==> config.mk <==
export PLATFORM = sky130hd
export DESIGN_NAME = timer_match_action_ctrl_hi
export DESIGN_NICKNAME = d
export VERILOG_FILES = /design/src/pkg/tmr_pkg.sv /design/src/pkg/action_if.sv /design/src/rtl/match_action_eval.sv /design/src/rtl/timer_match_action_ctrl_hi.sv
export SDC_FILE = /design/constraint.sdc
export NUM_CORES = 1
export LEC_CHECK = 0
export BUFFER_PORTS_ARGS = -buffer_cell sky130_fd_sc_hd__buf_2
export CORE_MARGIN = 2
export CORE_UTILIZATION = 56
export CTS_BUF_LIST = sky130_fd_sc_hd__clkbuf_4 sky130_fd_sc_hd__clkbuf_8 sky130_fd_sc_hd__clkbuf_16
export DETAILED_ROUTE_END_ITERATION = 10
export PLACE_DENSITY_LB_ADDON = 0.2
export SLEW_MARGIN = 5
export SYNTH_ARGS = -nofsm -noshare
export SYNTH_HDL_FRONTEND = slang
export SYNTH_HIERARCHICAL = 1
export SYNTH_SLANG_ARGS = --single-unit
export TNS_END_PERCENT = 100
==> constraint.sdc <==
create_clock -name aclk -period 3.8 [get_ports aclk]
set_clock_uncertainty 0.1 [all_clocks]
set_input_delay 0.76 -clock aclk [delete_from_list [all_inputs] [get_ports aclk]]
set_output_delay 0.76 -clock aclk [all_outputs]
set_load 0.05 [all_outputs]
==> src/pkg/tmr_pkg.sv <==
// Constants for the match-action timer block: widths, register offsets,
// field positions, reset values and bus answers.
// Assumes a 32-bit AXI4-Lite register bus with an 8-bit byte address.
package tmr_pkg;

    // ========================================================================
    // Widths and channel layout
    // ========================================================================
    localparam int ADDR_W = 8;
    localparam int DATA_W = 32;
    localparam int CNT_W = 16;
    localparam int MODE_W = 3;
    localparam int CH_FIRST = 10;
    localparam int CH_NUM = 10;
    localparam int CH_STRIDE = 3;
    localparam int CTRL_W = 30;
    localparam int FLD_IRQ = 0;
    localparam int FLD_CLEAR = 1;
    localparam int FLD_HALT = 2;
    localparam int RUN_BIT = 0;
    localparam int CNT_RESET_BIT = 1;

    // ========================================================================
    // Register byte offsets
    // ========================================================================
    localparam logic [ADDR_W-1:0] OFF_RUN_CTRL = 8'h04;
    localparam logic [ADDR_W-1:0] OFF_COUNT = 8'h08;
    localparam logic [ADDR_W-1:0] OFF_PRESCALE_CNT = 8'h0c;
    localparam logic [ADDR_W-1:0] OFF_PRESCALE_LIM = 8'h10;
    localparam logic [ADDR_W-1:0] OFF_IRQ_MODE = 8'h14;
    localparam logic [ADDR_W-1:0] OFF_ACTION_CTRL = 8'h18;
    localparam logic [ADDR_W-1:0] OFF_MATCH_BASE = 8'h48;
    localparam logic [ADDR_W-1:0] OFF_MATCH_LAST = 8'h6c;
    localparam logic [ADDR_W-1:0] OFF_IRQ_STATUS = 8'ha0;
    localparam logic [ADDR_W-1:0] OFF_IRQ_MASK = 8'ha4;

    // ========================================================================
    // Reset values and encodings
    // ========================================================================
    localparam logic [CTRL_W-1:0] RST_ACTION_CTRL = 30'h0;
    localparam logic [CNT_W-1:0] RST_COUNT = 16'h0;
    localparam logic [CNT_W-1:0] RST_PRESCALE_LIM = 16'h0;
    localparam logic [CNT_W-1:0] RST_MATCH = 16'h0;
    localparam logic [MODE_W-1:0] RST_MODE = 3'h0;
    localparam logic [CH_NUM-1:0] RST_STATUS = 10'h0;
    localparam logic [CH_NUM-1:0] RST_MASK = 10'h0;
    localparam logic RST_RUN = 1'b0;
    localparam logic [MODE_W-1:0] MODE_LEVEL = 3'h0;
    localparam logic [MODE_W-1:0] MODE_PULSE = 3'h1;
    localparam logic [1:0] RESP_OKAY = 2'h0;
    localparam logic [1:0] RESP_SLVERR = 2'h2;

endpackage

==> src/pkg/action_if.sv <==
// Carrier between the timer core and its match evaluator.
// Assumes both ends sit on the same clock; the evaluator is combinational.
`timescale 1ns/1ps

interface action_if;
    logic [tmr_pkg::CNT_W-1:0] count;
    logic tick;
    logic [tmr_pkg::CH_NUM-1:0][tmr_pkg::CNT_W-1:0] match_value;
    logic [tmr_pkg::CTRL_W-1:0] action_ctrl;
    logic [tmr_pkg::CH_NUM-1:0] hit;
    logic [tmr_pkg::CH_NUM-1:0] irq_event;
    logic halt;
    logic clear;

    modport owner (
        output count, tick, match_value, action_ctrl,
        input hit, irq_event, halt, clear
    );
    modport evaluator (
        input count, tick, match_value, action_ctrl,
        output hit, irq_event, halt, clear
    );
endinterface

==> src/rtl/match_action_eval.sv <==
// Per-channel comparison of match values with the timer count and the
// resulting halt, clear and interrupt events.
// Assumes tick is high for exactly the cycle in which the count advances.
`timescale 1ns/1ps

module match_action_eval (
    // Link to the timer core
    action_if.evaluator act
);

    // ========================================================================
    // Compare and combine actions
    // ========================================================================
    // Halt is collected across all channels so that a halting channel also
    // overrides a clear requested by any other channel on the same count.
    always_comb begin
        logic halt_any;
        logic clear_any;
        halt_any = 1'b0;
        clear_any = 1'b0;
        for (int i = 0; i < tmr_pkg::CH_NUM; i++) begin
            act.hit[i] = act.tick && (act.match_value[i] == act.count);
            act.irq_event[i] = act.hit[i] && act.action_ctrl[tmr_pkg::CH_STRIDE*i + tmr_pkg::FLD_IRQ];
            halt_any = halt_any
                | (act.hit[i] & act.action_ctrl[tmr_pkg::CH_STRIDE*i + tmr_pkg::FLD_HALT]);
            clear_any = clear_any
                | (act.hit[i] & act.action_ctrl[tmr_pkg::CH_STRIDE*i + tmr_pkg::FLD_CLEAR]);
        end
        act.halt = halt_any;
        act.clear = clear_any && !halt_any;
    end

endmodule // match_action_eval

==> src/rtl/timer_match_action_ctrl_hi.sv <==
// 16-bit counter/timer with match actions for channels 10 to 19, behind an
// AXI4-Lite register slave, with sticky per-channel interrupt status.
// Assumes one clock, aclk, and a synchronous active-low reset, aresetn.
//
// Operation
// - Stop enable plus match halts count and prescaler, clears run enable.
// - Reset enable plus match returns the timer count to zero.
// - Interrupt enable plus match raises an interrupt shaped by the mode field.
// - With stop and reset both enabled, only the stop takes effect.
// - Channel k uses bits 3*(k-10) up: interrupt, reset, stop; top at 29.
// - All enables read and write, one enables, reset value zero.
// - The action control register sits at offset 0x18.
// - Each match value is compared with the count on every count step.
`timescale 1ns/1ps

module timer_match_action_ctrl_hi (
    // Clock and reset
    input wire logic aclk,
    input wire logic aresetn,
    // AXI4-Lite write address channel
    input wire logic awvalid,
    output logic awready,
    input wire logic [tmr_pkg::ADDR_W-1:0] awaddr,
    input wire logic [2:0] awprot,
    // AXI4-Lite write data channel
    input wire logic wvalid,
    output logic wready,
    input wire logic [tmr_pkg::DATA_W-1:0] wdata,
    input wire logic [3:0] wstrb,
    // AXI4-Lite write response channel
    output logic bvalid,
    input wire logic bready,
    output logic [1:0] bresp,
    // AXI4-Lite read address channel
    input wire logic arvalid,
    output logic arready,
    input wire logic [tmr_pkg::ADDR_W-1:0] araddr,
    input wire logic [2:0] arprot,
    // AXI4-Lite read data channel
    output logic rvalid,
    input wire logic rready,
    output logic [tmr_pkg::DATA_W-1:0] rdata,
    output logic [1:0] rresp,
    // Timer state and interrupt
    output logic irq,
    output logic counter_run_enable,
    output logic [tmr_pkg::CNT_W-1:0] timer_count,
    output logic [tmr_pkg::MODE_W-1:0] interrupt_mode_field
);

    // ========================================================================
    // Helper functions
    // ========================================================================
    // Merge a write word into an old value under the byte strobes.
    function automatic logic [31:0] merge(input logic [31:0] old, input logic [31:0] data,
                                          input logic [3:0] strb);
        logic [31:0] res;
        res = old;
        for (int b = 0; b < 4; b++) begin
            if (strb[b]) begin
                res[8*b +: 8] = data[8*b +: 8];
            end
        end
        return res;
    endfunction

    // True when an address hits one of the ten match value registers.
    function automatic logic is_match(input logic [tmr_pkg::ADDR_W-1:0] a);
        return (a >= tmr_pkg::OFF_MATCH_BASE) && (a <= tmr_pkg::OFF_MATCH_LAST) && (a[1:0] == 2'h0);
    endfunction

    // Channel slot of a match value address, 0 for channel 10.
    function automatic logic [3:0] match_slot(input logic [tmr_pkg::ADDR_W-1:0] a);
        logic [tmr_pkg::ADDR_W-1:0] d;
        d = a - tmr_pkg::OFF_MATCH_BASE;
        return d[5:2];
    endfunction

    // True when an address names any implemented register.
    function automatic logic is_mapped(input logic [tmr_pkg::ADDR_W-1:0] a);
        return is_match(a)
            || a == tmr_pkg::OFF_RUN_CTRL || a == tmr_pkg::OFF_COUNT
            || a == tmr_pkg::OFF_PRESCALE_CNT || a == tmr_pkg::OFF_PRESCALE_LIM
            || a == tmr_pkg::OFF_IRQ_MODE || a == tmr_pkg::OFF_ACTION_CTRL
            || a == tmr_pkg::OFF_IRQ_STATUS || a == tmr_pkg::OFF_IRQ_MASK;
    endfunction

    // ========================================================================
    // State
    // ========================================================================
    logic aw_full, next_aw_full;
    logic w_full, next_w_full;
    logic [tmr_pkg::ADDR_W-1:0] aw_addr, next_aw_addr;
    logic [31:0] w_data, next_w_data;
    logic [3:0] w_strb, next_w_strb;
    logic next_bvalid;
    logic [1:0] next_bresp;
    logic next_rvalid;
    logic [31:0] next_rdata;
    logic [1:0] next_rresp;

    logic [tmr_pkg::CTRL_W-1:0] action_ctrl, next_action_ctrl;
    logic [tmr_pkg::CH_NUM-1:0][tmr_pkg::CNT_W-1:0] match_value, next_match_value;
    logic [tmr_pkg::CNT_W-1:0] prescale_counter, next_prescale_counter;
    logic [tmr_pkg::CNT_W-1:0] prescale_limit, next_prescale_limit;
    logic [tmr_pkg::CNT_W-1:0] next_timer_count;
    logic next_counter_run_enable;
    logic [tmr_pkg::MODE_W-1:0] next_interrupt_mode_field;
    logic [tmr_pkg::CH_NUM-1:0] irq_status, next_irq_status;
    logic [tmr_pkg::CH_NUM-1:0] irq_mask, next_irq_mask;
    logic next_irq;
    logic do_write;
    logic tick;

    action_if act ();

    // ========================================================================
    // Match evaluator
    // ========================================================================
    match_action_eval u_eval (
        .act(act.evaluator)
    );

    // The count advances when the prescaler wraps while running.
    assign tick = counter_run_enable && (prescale_counter == prescale_limit);

    assign act.count = timer_count;
    assign act.tick = tick;
    assign act.match_value = match_value;
    assign act.action_ctrl = action_ctrl;

    // ========================================================================
    // Bus handshakes
    // ========================================================================
    // Each address or data beat is held until both are present; the slave
    // then refuses further beats until the response has been taken.
    assign awready = !aw_full && !bvalid;
    assign wready = !w_full && !bvalid;
    assign arready = !rvalid;
    assign do_write = aw_full && w_full && !bvalid;

    // ========================================================================
    // Next-state logic
    // ========================================================================
    // One process computes every next value, so the write path, the timer and
    // the status flags all see the same match events of this cycle.
    // The price is a long process; splitting it would duplicate the decoders.
    always_comb begin
        logic [31:0] wv;
        logic [3:0] slot;
        wv = 32'h0;
        slot = 4'h0;

        // Write address and data capture.
        next_aw_full = aw_full;
        next_w_full = w_full;
        next_aw_addr = aw_addr;
        next_w_data = w_data;
        next_w_strb = w_strb;
        if (awvalid && awready) begin
            next_aw_full = 1'b1;
            next_aw_addr = awaddr;
        end
        if (wvalid && wready) begin
            next_w_full = 1'b1;
            next_w_data = wdata;
            next_w_strb = wstrb;
        end

        // Write response.
        next_bvalid = bvalid;
        next_bresp = bresp;
        if (bvalid && bready) begin
            next_bvalid = 1'b0;
        end
        if (do_write) begin
            next_aw_full = 1'b0;
            next_w_full = 1'b0;
            next_bvalid = 1'b1;
            next_bresp = is_mapped(aw_addr) ? tmr_pkg::RESP_OKAY : tmr_pkg::RESP_SLVERR;
        end

        // Timer, prescaler and match actions.
        next_prescale_counter = prescale_counter;
        next_timer_count = timer_count;
        next_counter_run_enable = counter_run_enable;
        if (counter_run_enable) begin
            if (act.halt) begin
                next_counter_run_enable = 1'b0;
            end else if (tick) begin
                next_prescale_counter = tmr_pkg::RST_COUNT;
                if (act.clear) begin
                    next_timer_count = tmr_pkg::RST_COUNT;
                end else begin
                    next_timer_count = timer_count + 16'h1;
                end
            end else begin
                next_prescale_counter = prescale_counter + 16'h1;
            end
        end

        // Register writes; a write steers the timer on the same edge.
        next_action_ctrl = action_ctrl;
        next_match_value = match_value;
        next_prescale_limit = prescale_limit;
        next_interrupt_mode_field = interrupt_mode_field;
        next_irq_mask = irq_mask;
        next_irq_status = irq_status;
        if (do_write) begin
            unique case (aw_addr)
                tmr_pkg::OFF_RUN_CTRL: begin
                    wv = merge({31'h0, counter_run_enable}, w_data, w_strb);
                    // A halt on the same count wins over a software start.
                    if (!act.halt) begin
                        next_counter_run_enable = wv[tmr_pkg::RUN_BIT];
                    end
                    if (wv[tmr_pkg::CNT_RESET_BIT]) begin
                        next_timer_count = tmr_pkg::RST_COUNT;
                        next_prescale_counter = tmr_pkg::RST_COUNT;
                    end
                end
                tmr_pkg::OFF_COUNT: begin
                    wv = merge({16'h0, timer_count}, w_data, w_strb);
                    next_timer_count = wv[tmr_pkg::CNT_W-1:0];
                end
                tmr_pkg::OFF_PRESCALE_LIM: begin
                    wv = merge({16'h0, prescale_limit}, w_data, w_strb);
                    next_prescale_limit = wv[tmr_pkg::CNT_W-1:0];
                end
                tmr_pkg::OFF_IRQ_MODE: begin
                    wv = merge({29'h0, interrupt_mode_field}, w_data, w_strb);
                    next_interrupt_mode_field = wv[tmr_pkg::MODE_W-1:0];
                end
                tmr_pkg::OFF_ACTION_CTRL: begin
                    wv = merge({2'h0, action_ctrl}, w_data, w_strb);
                    next_action_ctrl = wv[tmr_pkg::CTRL_W-1:0];
                end
                tmr_pkg::OFF_IRQ_MASK: begin
                    wv = merge({22'h0, irq_mask}, w_data, w_strb);
                    next_irq_mask = wv[tmr_pkg::CH_NUM-1:0];
                end
                tmr_pkg::OFF_IRQ_STATUS: begin
                    wv = merge(32'h0, w_data, w_strb);
                    next_irq_status = irq_status & ~wv[tmr_pkg::CH_NUM-1:0];
                end
                default: begin
                    if (is_match(aw_addr)) begin
                        slot = match_slot(aw_addr);
                        wv = merge({16'h0, match_value[slot]}, w_data, w_strb);
                        next_match_value[slot] = wv[tmr_pkg::CNT_W-1:0];
                    end
                end
            endcase
        end

        // New events are applied after any clear, so a set always wins.
        next_irq_status = next_irq_status | act.irq_event;
        if (interrupt_mode_field == tmr_pkg::MODE_PULSE) begin
            next_irq = |(act.irq_event & irq_mask);
        end else begin
            next_irq = |(next_irq_status & next_irq_mask);
        end

        // Read channel: one word returned on the edge after the address.
        next_rvalid = rvalid;
        next_rdata = rdata;
        next_rresp = rresp;
        if (rvalid && rready) begin
            next_rvalid = 1'b0;
        end
        if (arvalid && arready) begin
            next_rvalid = 1'b1;
            next_rresp = is_mapped(araddr) ? tmr_pkg::RESP_OKAY : tmr_pkg::RESP_SLVERR;
            next_rdata = 32'h0;
            unique case (araddr)
                tmr_pkg::OFF_RUN_CTRL: next_rdata = {31'h0, counter_run_enable};
                tmr_pkg::OFF_COUNT: next_rdata = {16'h0, timer_count};
                tmr_pkg::OFF_PRESCALE_CNT: next_rdata = {16'h0, prescale_counter};
                tmr_pkg::OFF_PRESCALE_LIM: next_rdata = {16'h0, prescale_limit};
                tmr_pkg::OFF_IRQ_MODE: next_rdata = {29'h0, interrupt_mode_field};
                tmr_pkg::OFF_ACTION_CTRL: next_rdata = {2'h0, action_ctrl};
                tmr_pkg::OFF_IRQ_STATUS: next_rdata = {22'h0, irq_status};
                tmr_pkg::OFF_IRQ_MASK: next_rdata = {22'h0, irq_mask};
                default: begin
                    if (is_match(araddr)) begin
                        next_rdata = {16'h0, match_value[match_slot(araddr)]};
                    end
                end
            endcase
        end
    end

    // ========================================================================
    // Registers
    // ========================================================================
    // All enables start cleared so nothing acts on a match after reset.
    always_ff @(posedge aclk) begin
        if (!aresetn) begin
            aw_full <= 1'b0;
            w_full <= 1'b0;
            aw_addr <= '0;
            w_data <= 32'h0;
            w_strb <= 4'h0;
            bvalid <= 1'b0;
            bresp <= tmr_pkg::RESP_OKAY;
            rvalid <= 1'b0;
            rdata <= 32'h0;
            rresp <= tmr_pkg::RESP_OKAY;
            action_ctrl <= tmr_pkg::RST_ACTION_CTRL;
            for (int i = 0; i < tmr_pkg::CH_NUM; i++) begin
                match_value[i] <= tmr_pkg::RST_MATCH;
            end
            prescale_counter <= tmr_pkg::RST_COUNT;
            prescale_limit <= tmr_pkg::RST_PRESCALE_LIM;
            timer_count <= tmr_pkg::RST_COUNT;
            counter_run_enable <= tmr_pkg::RST_RUN;
            interrupt_mode_field <= tmr_pkg::RST_MODE;
            irq_status <= tmr_pkg::RST_STATUS;
            irq_mask <= tmr_pkg::RST_MASK;
            irq <= 1'b0;
        end else begin
            aw_full <= next_aw_full;
            w_full <= next_w_full;
            aw_addr <= next_aw_addr;
            w_data <= next_w_data;
            w_strb <= next_w_strb;
            bvalid <= next_bvalid;
            bresp <= next_bresp;
            rvalid <= next_rvalid;
            rdata <= next_rdata;
            rresp <= next_rresp;
            action_ctrl <= next_action_ctrl;
            match_value <= next_match_value;
            prescale_counter <= next_prescale_counter;
            prescale_limit <= next_prescale_limit;
            timer_count <= next_timer_count;
            counter_run_enable <= next_counter_run_enable;
            interrupt_mode_field <= next_interrupt_mode_field;
            irq_status <= next_irq_status;
            irq_mask <= next_irq_mask;
            irq <= next_irq;
        end
    end

endmodule // timer_match_action_ctrl_hi

; After elaboration in Yosys (flattened, before gate mapping)
; Index checks and enable logic that the tools add are counted.
[word_totals]
register_bits = 345
out_inout_bits = 62
in_bits = 65
[op_classes]
n_bitwise = 45
reduce_logical = 73
n_lt_le_gt_ge = 7
addsub = 4
n_eq_ne = 31
muxes = 59
[op_table]
columns = cell, count
row1 = 2-to-1 mux 16 bit, 16
row2 = one-hot mux 30 bit (8 select lines), 1
row3 = equality test 16 bit, 11
row4 = bitwise mux 160 bit, 1
row5 = binary-select mux 16 bit (select 4 bit), 2
row6 = 2-to-1 mux 8 bit, 14
row7 = demux 16 bit (select 4 bit), 1
row8 = "equality test 8 x 5 -> 1 bit, second input constant", 6
row9 = 2-to-1 mux 10 bit, 4
row10 = logical AND 1 bit, 36
row11 = "adder 16 x 1 -> 16 bit, second input constant", 2
row12 = "equality test 8 x 4 -> 1 bit, second input constant", 4
row13 = "equality test 8 bit, second input constant", 4
row14 = one-hot mux 16 bit (2 select lines), 1
row15 = bitwise AND 10 bit, 3
row16 = AND reduction 3 bit, 8
row17 = bitwise AND 1 bit, 20
row18 = OR reduction 10 bit, 2
row19 = 2-to-1 mux 2 bit, 9
row20 = bitwise OR 1 bit, 18
row21 = "equality test 8 x 3 -> 1 bit, second input constant", 2
row22 = "greater-or-equal comparator 8 x 7 -> 1 bit, second input constant", 2
row23 = "<= comparator 8 x 7 -> 1 bit, second input constant", 2
row24 = logical OR 1 bit, 16
row25 = other kinds (15), 34

; Logic depth before layout (Yosys ltp)
; Gate-level depths: netlist (run 1).
[depth]
depth_word = 22
mapped_depth = 18
mapped_depth_nobuf = 15

; By module
; The synthesis (run 1) kept the hierarchy.
[modules_own_cells]
columns = module, area_each_um2, cells_each, instances, seq_area_each_um2
row1 = timer_match_action_ctrl_hi, 16892.5, 1791, 1, 6826.5
row2 = match_action_eval, 2228.4, 286, 1, 0.0

; Worst setup path after synthesis (run 1)
; OpenSTA, ideal clock, no wires.
[synth_path]
path_type = reg2reg
start = register prescale_counter[3] (netlist bit)
end = register timer_count[10] (netlist bit)
n_path_buf = 3
arrival_ns = 3.395
slack_ns = 0.230
setup_ns = 0.075
t_required_ns = 3.625
path_stages_with_launch = 17
path_cell_list = dfxtp_1 -> clkbuf_1 -> xor2_1 -> nor3_1 -> nand3_1 -> nor2_1 -> buf_4 -> o2111ai_1 -> or4_4 -> o22a_1 -> nand4_1 -> or2_1 -> nor2b_1 -> clkbuf_1 -> a41o_1 -> or2_2 -> o22ai_1
[synth_via]
elab_chain_cells = 22
[synth_rtl]
columns = item, line
row1 = start: declaration, timer_match_action_ctrl_hi.sv:104  ; logic [tmr_pkg::CNT_W-1:0] prescale_counter, next_prescale_counter;
row2 = start signal: assignment, timer_match_action_ctrl_hi.sv:313  ; prescale_counter <= tmr_pkg::RST_COUNT;
row3 = start signal: assignment, timer_match_action_ctrl_hi.sv:334  ; prescale_counter <= next_prescale_counter;
row4 = equality test 16 bit (*), timer_match_action_ctrl_hi.sv:125  ; assign tick = counter_run_enable && (prescale_counter == prescale_limit);
row5 = logical AND 1 bit (*), timer_match_action_ctrl_hi.sv:125
row6 = via act.tick, action_if.sv:7  ; logic tick;
row7 = logical AND 1 bit, match_action_eval.sv:22  ; act.hit[i] = act.tick && (act.match_value[i] == act.count);
row8 = bitwise AND 1 bit, match_action_eval.sv:25  ; | (act.hit[i] & act.action_ctrl[tmr_pkg::CH_STRIDE*i + tmr_pkg::FLD_HALT]);
row9 = bitwise OR 1 bit (8 in a row), match_action_eval.sv:25
row10 = bitwise OR 1 bit (*), match_action_eval.sv:25
row11 = via act.halt, action_if.sv:12  ; logic halt;
row12 = logical NOT 1 bit, match_action_eval.sv:30  ; act.clear = clear_any && !halt_any;
row13 = logical AND 1 bit, match_action_eval.sv:30
row14 = 2-to-1 mux 16 bit, timer_match_action_ctrl_hi.sv:192  ; if (act.clear) begin
row15 = 2-to-1 mux 16 bit, timer_match_action_ctrl_hi.sv:190  ; end else if (tick) begin
row16 = 2-to-1 mux 16 bit (*), timer_match_action_ctrl_hi.sv:188  ; if (act.halt) begin
row17 = 2-to-1 mux 16 bit (*), timer_match_action_ctrl_hi.sv:187  ; if (counter_run_enable) begin
row18 = 2-to-1 mux 16 bit, timer_match_action_ctrl_hi.sv:217  ; if (wv[tmr_pkg::CNT_RESET_BIT]) begin
row19 = one-hot mux 16 bit (2 select lines), timer_match_action_ctrl_hi.sv:210  ; unique case (aw_addr)
row20 = 2-to-1 mux 16 bit (*), timer_match_action_ctrl_hi.sv:209  ; if (do_write) begin
row21 = end signal: assignment, timer_match_action_ctrl_hi.sv:315  ; timer_count <= tmr_pkg::RST_COUNT;
row22 = end signal: assignment, timer_match_action_ctrl_hi.sv:336  ; timer_count <= next_timer_count;
row23 = end: declaration, timer_match_action_ctrl_hi.sv:47  ; output logic [tmr_pkg::CNT_W-1:0] timer_count,
; Mark *: on every way through the listed nets, which the timed path passes. The rest lies on a longest branch.
; A chain may end at the register's enable or synchronous reset.

; Final worst setup path (run 1)
[layout_path]
start = register prescale_limit[5] (netlist bit)
end = register timer_count[3] (netlist bit)
[layout_via]
elab_chain_cells = 22
[layout_rtl]
columns = item, line
row1 = start: declaration, timer_match_action_ctrl_hi.sv:105  ; logic [tmr_pkg::CNT_W-1:0] prescale_limit, next_prescale_limit;
row2 = start signal: assignment, timer_match_action_ctrl_hi.sv:314  ; prescale_limit <= tmr_pkg::RST_PRESCALE_LIM;
row3 = start signal: assignment, timer_match_action_ctrl_hi.sv:335  ; prescale_limit <= next_prescale_limit;
row4 = equality test 16 bit (*), timer_match_action_ctrl_hi.sv:125
row5 = logical AND 1 bit (*), timer_match_action_ctrl_hi.sv:125
row6 = via act.tick, action_if.sv:7
row7 = logical AND 1 bit, match_action_eval.sv:22
row8 = bitwise AND 1 bit, match_action_eval.sv:25
row9 = bitwise OR 1 bit (9 in a row), match_action_eval.sv:25
row10 = logical NOT 1 bit, match_action_eval.sv:30
row11 = logical AND 1 bit (*), match_action_eval.sv:30
row12 = via act.clear, action_if.sv:13  ; logic clear;
row13 = 2-to-1 mux 16 bit (*), timer_match_action_ctrl_hi.sv:192
row14 = 2-to-1 mux 16 bit (*), timer_match_action_ctrl_hi.sv:190
row15 = 2-to-1 mux 16 bit (*), timer_match_action_ctrl_hi.sv:188
row16 = 2-to-1 mux 16 bit (*), timer_match_action_ctrl_hi.sv:187
row17 = 2-to-1 mux 16 bit, timer_match_action_ctrl_hi.sv:217
row18 = one-hot mux 16 bit (2 select lines), timer_match_action_ctrl_hi.sv:210
row19 = 2-to-1 mux 16 bit (*), timer_match_action_ctrl_hi.sv:209
; Marks and branches as above.

==> Flow_metrics.wiki, run 1 <==
{| class="wikitable"
! Metric !! Value
|-
| Result of the run || complete, but fails checks
|-
| Violated checks || setup timing
|-
| Average wire per cell in the routed design || 25.45 µm
|-
| Worst path depth || 14
|-
| Relative slew slack || 22.11%
|-
| Highest metal layer with signal wires || met5
|-
| Number of standard cells after synthesis || 2,077
|-
| Synthesized-area fraction occupied by ao, oa, aoi and oai cells || 11.57%
|-
| Cell with the largest stage delay on the worst path || or4_4
|-
| Proportion of synthesized area in mux cells || 21.23%
|-
| Post-synthesis simple-gate area fraction || 18.12%
|-
| Critical path required time || 4.15 ns
|-
| Main combinational cell family by area after synthesis || multiplexers
|-
| CTS tree || built
|-
| Cell Chain, Critical Path || xor2_4 -> nor4_4 -> nand3_2 -> nor2_4 -> buf_6 -> o2111ai_2 -> or4_4 -> o22a_1 -> nand4_1 -> buf_4 -> a211oi_2 -> buf_6 -> or4_4 -> o311ai_2
|-
| 1st-pass router iterations || 6
|-
| Number of failing setup endpoints in the final timing report || 2
|-
| M1 wire length || about 28 mm
|-
| Clock network latency to the later pin of the worst-skew pair || roughly 0.56 ns
|-
| Critical path startpoint category || register
|-
| Final worst slack || -0.03036 ns
|-
| WL met3 || 6.145 mm
|-
| Crit path largest cell delay || 0.58 ns
|-
| Core Util, Final || 66.27%
|-
| Diodes inserted || 0
|-
| Max Freq || roughly 260 MHz
|-
| Type of the worst min-delay path || in2reg
|-
| Via count of the first global-routing pass || around 16,000
|-
| Number of library cell types mapped by synthesis || 91
|-
| Async set-or-reset flop fraction in the synthesized netlist || 0%
|-
| Final critical-path required period || 3.830 ns
|-
| Combined area of all synthesized cells || 0.01912 mm²
|-
| Gr ovfl total || 0
|-
| Total of flip-flops plus latches after synthesis || 341
|-
| Final wirelength || ~70 mm
|-
| Proportion of synthesized chip area in sequential cells || 35.70%
|-
| Violation count after the first detailed-routing iteration || 1,755
|-
| Total die area || 0.03564 mm²
|-
| Length of routed met2 wiring || 30.50 mm
|-
| Largest driver fanout on the critical path || 8
|-
| Setup slack of the worst register-to-register path || -0.03 ns
|-
| Clock net sink count || 341
|-
| Layout Area Growth over Synthesis || 16.50%
|-
| CP bufs+invs || 3
|-
| Floorplan core area || 0.03362 mm²
|-
| Count of max-cap constraint violations || 0
|-
| H-tree Lvls || 2
|-
| Horiz. Die Dim || 188.8 µm
|-
| Residual DRC count || 0
|-
| Largest net degree at the start of global routing || 140
|-
| EDFF count, synth || 0
|-
| Core Rows || 67
|-
| Proportion of layout cells with a drive suffix above 1 || 21.14%
|-
| Final hold violation count || 0
|-
| Final critical-path share of the clock period || 100.8%
|-
| Fraction of synthesized cell area in xor and xnor cells || 8.978%
|-
| Lkg Pwr || 8.459 nW
|-
| Post-synthesis adder-cell area fraction || 0.2617%
|-
| IO Count || 127
|-
| Antenna Nets Post-Route || 0
|-
| Number of input and output port buffers inserted || 114
|-
| Cell type with the largest total area after synthesis || dfxtp_1
|-
| Max clock buf depth || 3
|-
| Global-route wire length before repair || approximately 100 mm
|-
| GPL Wtd Cong || 1.017
|-
| Number of synthesis warnings || 6
|-
| Count of hold buffers inserted by post-cts repair || 0
|-
| Detailed placer's ending HPWL || 49.51 mm
|-
| Die Y-Extent || 188.8 µm
|-
| Crit end category || register
|-
| Count of cells along the worst register-to-register path || 14
|-
| Placed cell count || ~2,600
|-
| Antenna violations before repair || 1
|-
| Endpoint arrival time on the critical path || between 4 and 5 ns
|-
| Family with the most delay on the worst path || simple AND/OR/NAND/NOR gates
|-
| Primary FF master, synth || dfxtp_1
|-
| Crit Path Class || reg2reg
|-
| RSZ-0062 raised after global routing || yes
|-
| Peak VDD IR || 0.3408 mV
|-
| Initial standard-cell utilization of the core || ~57%
|-
| Proportion of netlist area held by the largest area contributor || 35.70%
|-
| Slew Viols, Final || 0
|-
| Number of vias after detailed routing || 17,240
|-
| Drt via density || between 6 and 7
|-
| Final standard cell count with taps included and fillers excluded || 2,695
|-
| Top post-synthesis cells by area || dfxtp_1, mux2i_1, mux4_2, xnor2_1, nor2_1
|-
| Power per standard cell area || 372.4 mW/mm²
|-
| Total Routing Usage GR || 37.72%
|-
| Depth of the worst hold-timing path || 2
|-
| Net count of the finished layout || 2,290
|-
| Total clock buffers created by CTS || 38
|-
| Least-Margin Pin Slew || ~1.2 ns
|-
| Clk slew on worst S/H paths || 0.06 ns
|-
| Average footprint of a synthesized cell || 9.206 µm²
|-
| Library cell used as clock root buffer || clkbuf_16
|}
==> final timing paths <==
| check | to | start |
|---|---|---|
| worst max register to register | timer_count[3] | prescale_limit[5] |
| worst min-delay path | rvalid | rready |
| worst min register to register | rdata[16] | rdata[16] |
| worst max-delay path | timer_count[3] | prescale_limit[5] |
==> cells by family (layout without fill, tap and decap cells) <==
family,after synthesis,in the layout
other,1,4
xor gates and xnor gates,196,196
buffers and inverters,167,334
AOI/OAI and AO/OA,326,326
muxes,325,325
DFF,341,341
adders and majority gates,4,4
and+or+nand+nor,717,717
==> cell usage after synthesis (5+ instances only) <==
cell type,number
dfxtp_1,341
nor2_1,284
mux2i_1,257
nand2_1,188
xnor2_1,137
a21oi_1,107
clkbuf_1,82
mux4_2,64
xor2_1,59
o21ai_0,57
nand3_1,48
nand4_1,46
a22oi_1,40
buf_2,39
nor3_1,23
a31oi_1,21
and2_1,20
nor4_1,17
inv_1,15
and3_1,14
buf_4,12
a31oi_2,11
buf_6,9
o31ai_1,9
a221oi_1,8
o22ai_1,8
a22o_1,7
buf_1,7
nand2b_1,7
nand3_2,6
o211ai_1,6
a32oi_2,5
nor2_2,5
nor2b_1,5
o22a_1,5
or4_4,5
==> state kept, by name, indices dropped and copies added, names as in the netlist <==
register,count
irq_status,10
act.match_value,160
counter_run_enable,1
rresp,1
aw_addr,8
prescale_limit,16
rdata,30
bresp,1
irq,1
w_data,30
timer_count,16
interrupt_mode_field,3
prescale_counter,16
rvalid,1
irq_mask,10
act.action_ctrl,30
aw_full,1
w_strb,4
bvalid,1
w_full,1
==> layer usage <==
| metal | up-vias | global-route usage, % |
|---|---|---|
| met5 | - | 0 |
| met4 | 2 | 21.00 |
| met3 | 222 | 6.780 |
| met2 | 929 | 57.81 |
| met1 | 8387 | 50.43 |
| li1 | 7703 | - |
==> layout by cell type (no fill, tap or decap), types with 38 or more instances in the layout <==
| master | count |
|---|---|
| a22oi_1 | 40 |
| clkbuf_16 | 38 |
| nand4_1 | 46 |
| nand3_1 | 46 |
| buf_4 | 116 |
| a21oi_1 | 107 |
| nand2_1 | 188 |
| xnor2_1 | 136 |
| mux4_2 | 64 |
| o21ai_0 | 55 |
| dfxtp_1 | 337 |
| buf_2 | 113 |
| xor2_1 | 53 |
| mux2i_1 | 257 |
| nor2_1 | 282 |
==> cell type report <==
class	instances	area, µm²
Timing Repair Buffer	250	1818
Tap cell	448	560.5
Clock inverter	15	188.9
Sequential cell	341	6834
Fill cell	2765	11340
Multi-Input combinational cell	1572	11700
Inverter	18	75.07
Clock buffer	51	1105
==> per-stage QoR <==
stage	setup WS [ns]	hold WS, ns	power, mW	area (µm²)	TNS [ns]
finish	-0.03036	0.3026	8.296	22280	-0.05413
global route	-0.1380	0.3002	8.491	22280	-0.4387
global placement	-0.1288	0.3392	4.474	20770	-0.9027
floorplan	0.2298	0.3357	4.230	19130	0
CTS	-0.004092	0.2964	8.284	22090	-0.004092
detailed placement	-0.1439	0.3437	4.483	20770	-1.524
==> where the power goes <==
group / switching, mW / internal (mW) / total (mW)
Clock: 1.56 / 2.31 / 3.87
Sequential: 0.0809 / 3.62 / 3.70
Combinational: 0.518 / 0.202 / 0.720
==> what timing repair did <==
item | in CTS | in global routing
pin swaps | 2 | 17
setup buffers | 1 | 3
endpoints found under the hold margin | 0 | 0
setup endpoints to repair | 32 | 27
cloned | 0 | 1
resized for setup | 6 | 31
Power figures use the tool's default switching activity.
==> run 2, diff against run 1 <==
--- a/config.mk
+++ b/config.mk
@@ -5,12 +5,14 @@
 export SDC_FILE = /design/constraint.sdc
 export NUM_CORES = 1
 export LEC_CHECK = 0
+export ABC_CLOCK_PERIOD_IN_PS = 3800
 export BUFFER_PORTS_ARGS = -buffer_cell sky130_fd_sc_hd__buf_2
 export CORE_MARGIN = 2
 export CORE_UTILIZATION = 56
 export CTS_BUF_LIST = sky130_fd_sc_hd__clkbuf_4 sky130_fd_sc_hd__clkbuf_8 sky130_fd_sc_hd__clkbuf_16
 export DETAILED_ROUTE_END_ITERATION = 10
 export PLACE_DENSITY_LB_ADDON = 0.2
+export RECOVER_POWER = 100
 export SLEW_MARGIN = 5
 export SYNTH_ARGS = -nofsm -noshare
 export SYNTH_HDL_FRONTEND = slang
==> run 2 against run 1 <==
  * The run ends with capacitance limit, slew limit, setup timing left
  * Sequential share of layout area rose by 0.22 points
  * Worst hold slack improved by 0.0035 ns
  * Combinational power fell by 2%
  * Highest routed layer unchanged
  * Global-route usage did not move
==> Flow_metrics.wiki, run 2 (synthesized netlist as in run 1, its figures left out) <==
{| class="wikitable"
! Metric !! Value
|-
| Largest net degree at the start of global routing || 140
|-
| Area of all placed cells without fillers || 0.02212 mm²
|-
| Final hold violation count || 0
|-
| Final critical-path required period || 3.809 ns
|-
| Result of the run || complete, but fails checks
|-
| RSZ-0062 raised after global routing || yes
|-
| Antenna violations before repair || 1
|-
| Most common cell after layout, fill and taps aside || dfxtp_1
|-
| Clk slew on worst S/H paths || ~0.06 ns
|-
| Final worst slack || -0.009485 ns
|-
| CTS tree || built
|-
| Drt via density || 6.420
|-
| Final standard cell count with taps included and fillers excluded || 2,695
|-
| Initial standard-cell utilization of the core || 56.88%
|-
| Number of vias after detailed routing || ~17,000
|-
| Endpoint arrival time on the critical path || 4.16 ns
|-
| Peak VDD IR || 0.3419 mV
|-
| Least-Margin Pin Slew || 2.114 ns
|-
| Critical path launch point || prescale_limit[5]
|-
| Max clock buf depth || 3
|-
| Placed cell count || approximately 2,600
|-
| Horiz. Die Dim || 188.8 µm
|-
| Critical R2R Launch || prescale_limit[5]
|-
| Placed cell areas || 0.02077 mm²
|-
| Crit end category || register
|-
| Residual DRC count || 0
|-
| Count of max-cap constraint violations || 3
|-
| Violation count after the first detailed-routing iteration || 1,815
|-
| Library cell used as clock root buffer || clkbuf_16
|-
| Critical path required time || approximately 4.2 ns
|-
| IO Count || 127
|-
| Total die area || 0.03564 mm²
|-
| Fin Hold WS || roughly 0.31 ns
|-
| Via count of the first global-routing pass || 16,300
|-
| Final Total Pwr || 8.282 mW
|-
| Hold Crit Start || rready
|-
| Clock net sink count || 341
|-
| Leading cell types in the layout, fill and taps excluded || dfxtp_1, nor2_1, mux2i_1
|-
| 1st-pass router iterations || 6
|-
| Floorplan core area || about 0.034 mm²
|-
| Violated checks || capacitance limit, slew limit, setup timing
|-
| Layout Area Growth over Synthesis || 15.69%
|-
| Type of the worst min-delay path || in2reg
|-
| Total clock buffers created by CTS || 38
|-
| Crit Path Class || reg2reg
|-
| Proportion of layout cells with a drive suffix above 1 || 18.02%
|-
| Gr ovfl total || 0
|-
| Max Freq || 262.5 MHz
|-
| Largest driver fanout on the critical path || 8
|-
| Count of hold buffers inserted by post-cts repair || 0
|-
| Diodes inserted || 0
|-
| Number of flip-flops in the largest register || 160
|-
| Core Rows || 67
|-
| H-tree Lvls || 2
|-
| Register name with the most flops || act.match_value
|-
| Critical path startpoint category || register
|-
| Global-route wire length before repair || 101.2 mm
|-
| Net count of the finished layout || around 2,300
|-
| Average wire per cell in the routed design || 25.46 µm
|-
| Die Y-Extent || 188.8 µm
|-
| Lkg Pwr || roughly 8 nW
|-
| Number of failing setup endpoints in the final timing report || 1
|-
| Final wirelength || 68.60 mm
|-
| GPL Wtd Cong || 1.017
|-
| Final critical-path share of the clock period || 100.2%
|-
| Relative slew slack || -40.94%
|-
| Detailed placer's ending HPWL || 49.51 mm
|-
| Antenna Nets Post-Route || 0
|-
| Total Routing Usage GR || 37.72%
|-
| Slew Viols, Final || 139
|-
| Power per standard cell area || ~370 mW/mm²
|-
| Number of input and output port buffers inserted || 114
|-
| Clock network latency to the later pin of the worst-skew pair || 0.56 ns
|}
==> run 2: final cells by class <==
type	count	area (µm²)
clock buffer	51	1105
clock inverter	15	188.9
fill	2809	11490
inverter	18	75.07
multi-input combinational	1572	11650
sequential	341	6834
tap	448	560.5
timing repair buffer	250	1707
==> run 2: stage by stage <==
step	utilization (%)	setup slack [ns]	TNS [ns]
after floorplan	-	0.2298	0
after global placement	61.78	-0.1288	-0.9027
after detailed placement	61.78	-0.1439	-1.524
after CTS	65.71	-0.004092	-0.004092
after global routing	65.81	-0.1381	-0.6001
final	65.81	-0.009485	-0.009485
==> run 2: metal layers <==
| layer | global-route usage [%] | up-vias | share of wire (%) |
|---|---|---|---|
| met5 | 0 | - | 0.016 |
| met4 | 21.00 | 2 | 6.0 |
| met3 | 6.780 | 216 | 8.9 |
| met2 | 57.81 | 947 | 45 |
| met1 | 50.43 | 8419 | 40 |
| li1 | - | 7719 | - |
==> run 2: worst paths after layout <==
path                                       end  slack, ns  cells after the start
worst min register to register        rresp[1]       0.35                      2
worst max register to register  timer_count[3]     -0.009                     14
worst min-delay path                    rvalid       0.31                      2
worst max-delay path            timer_count[3]     -0.009                     14
==> run 2: worst max-delay path, cell delays in order, from the launching register on <==
cell and delay [ns]:
dfxtp_4 0.37, xor2_4 0.19, nor4_4 0.33, nand3_2 0.18, nor2_4 0.20, buf_6 0.17
o2111ai_2 0.09, or4_4 0.58, o22a_1 0.20, nand4_1 0.15, buf_4 0.14, a211oi_2 0.04
buf_6 0.19, or4_4 0.51, o311ai_2 0.26
==> run 2: repair_timing <==
item / CTS / global route
resized for setup: 6 / 31
buffers inserted: 1 / 3
endpoints found under the setup margin: 32 / 27
gates cloned: 0 / 1
pin swaps: 2 / 17
==> run 2: power breakdown <==
group          leakage, nW  internal, mW  switching (mW)  total [mW]
combinational         4.78         0.193           0.516       0.709
clock                0.650          2.31            1.56        3.87
sequential            2.76          3.62          0.0803        3.70
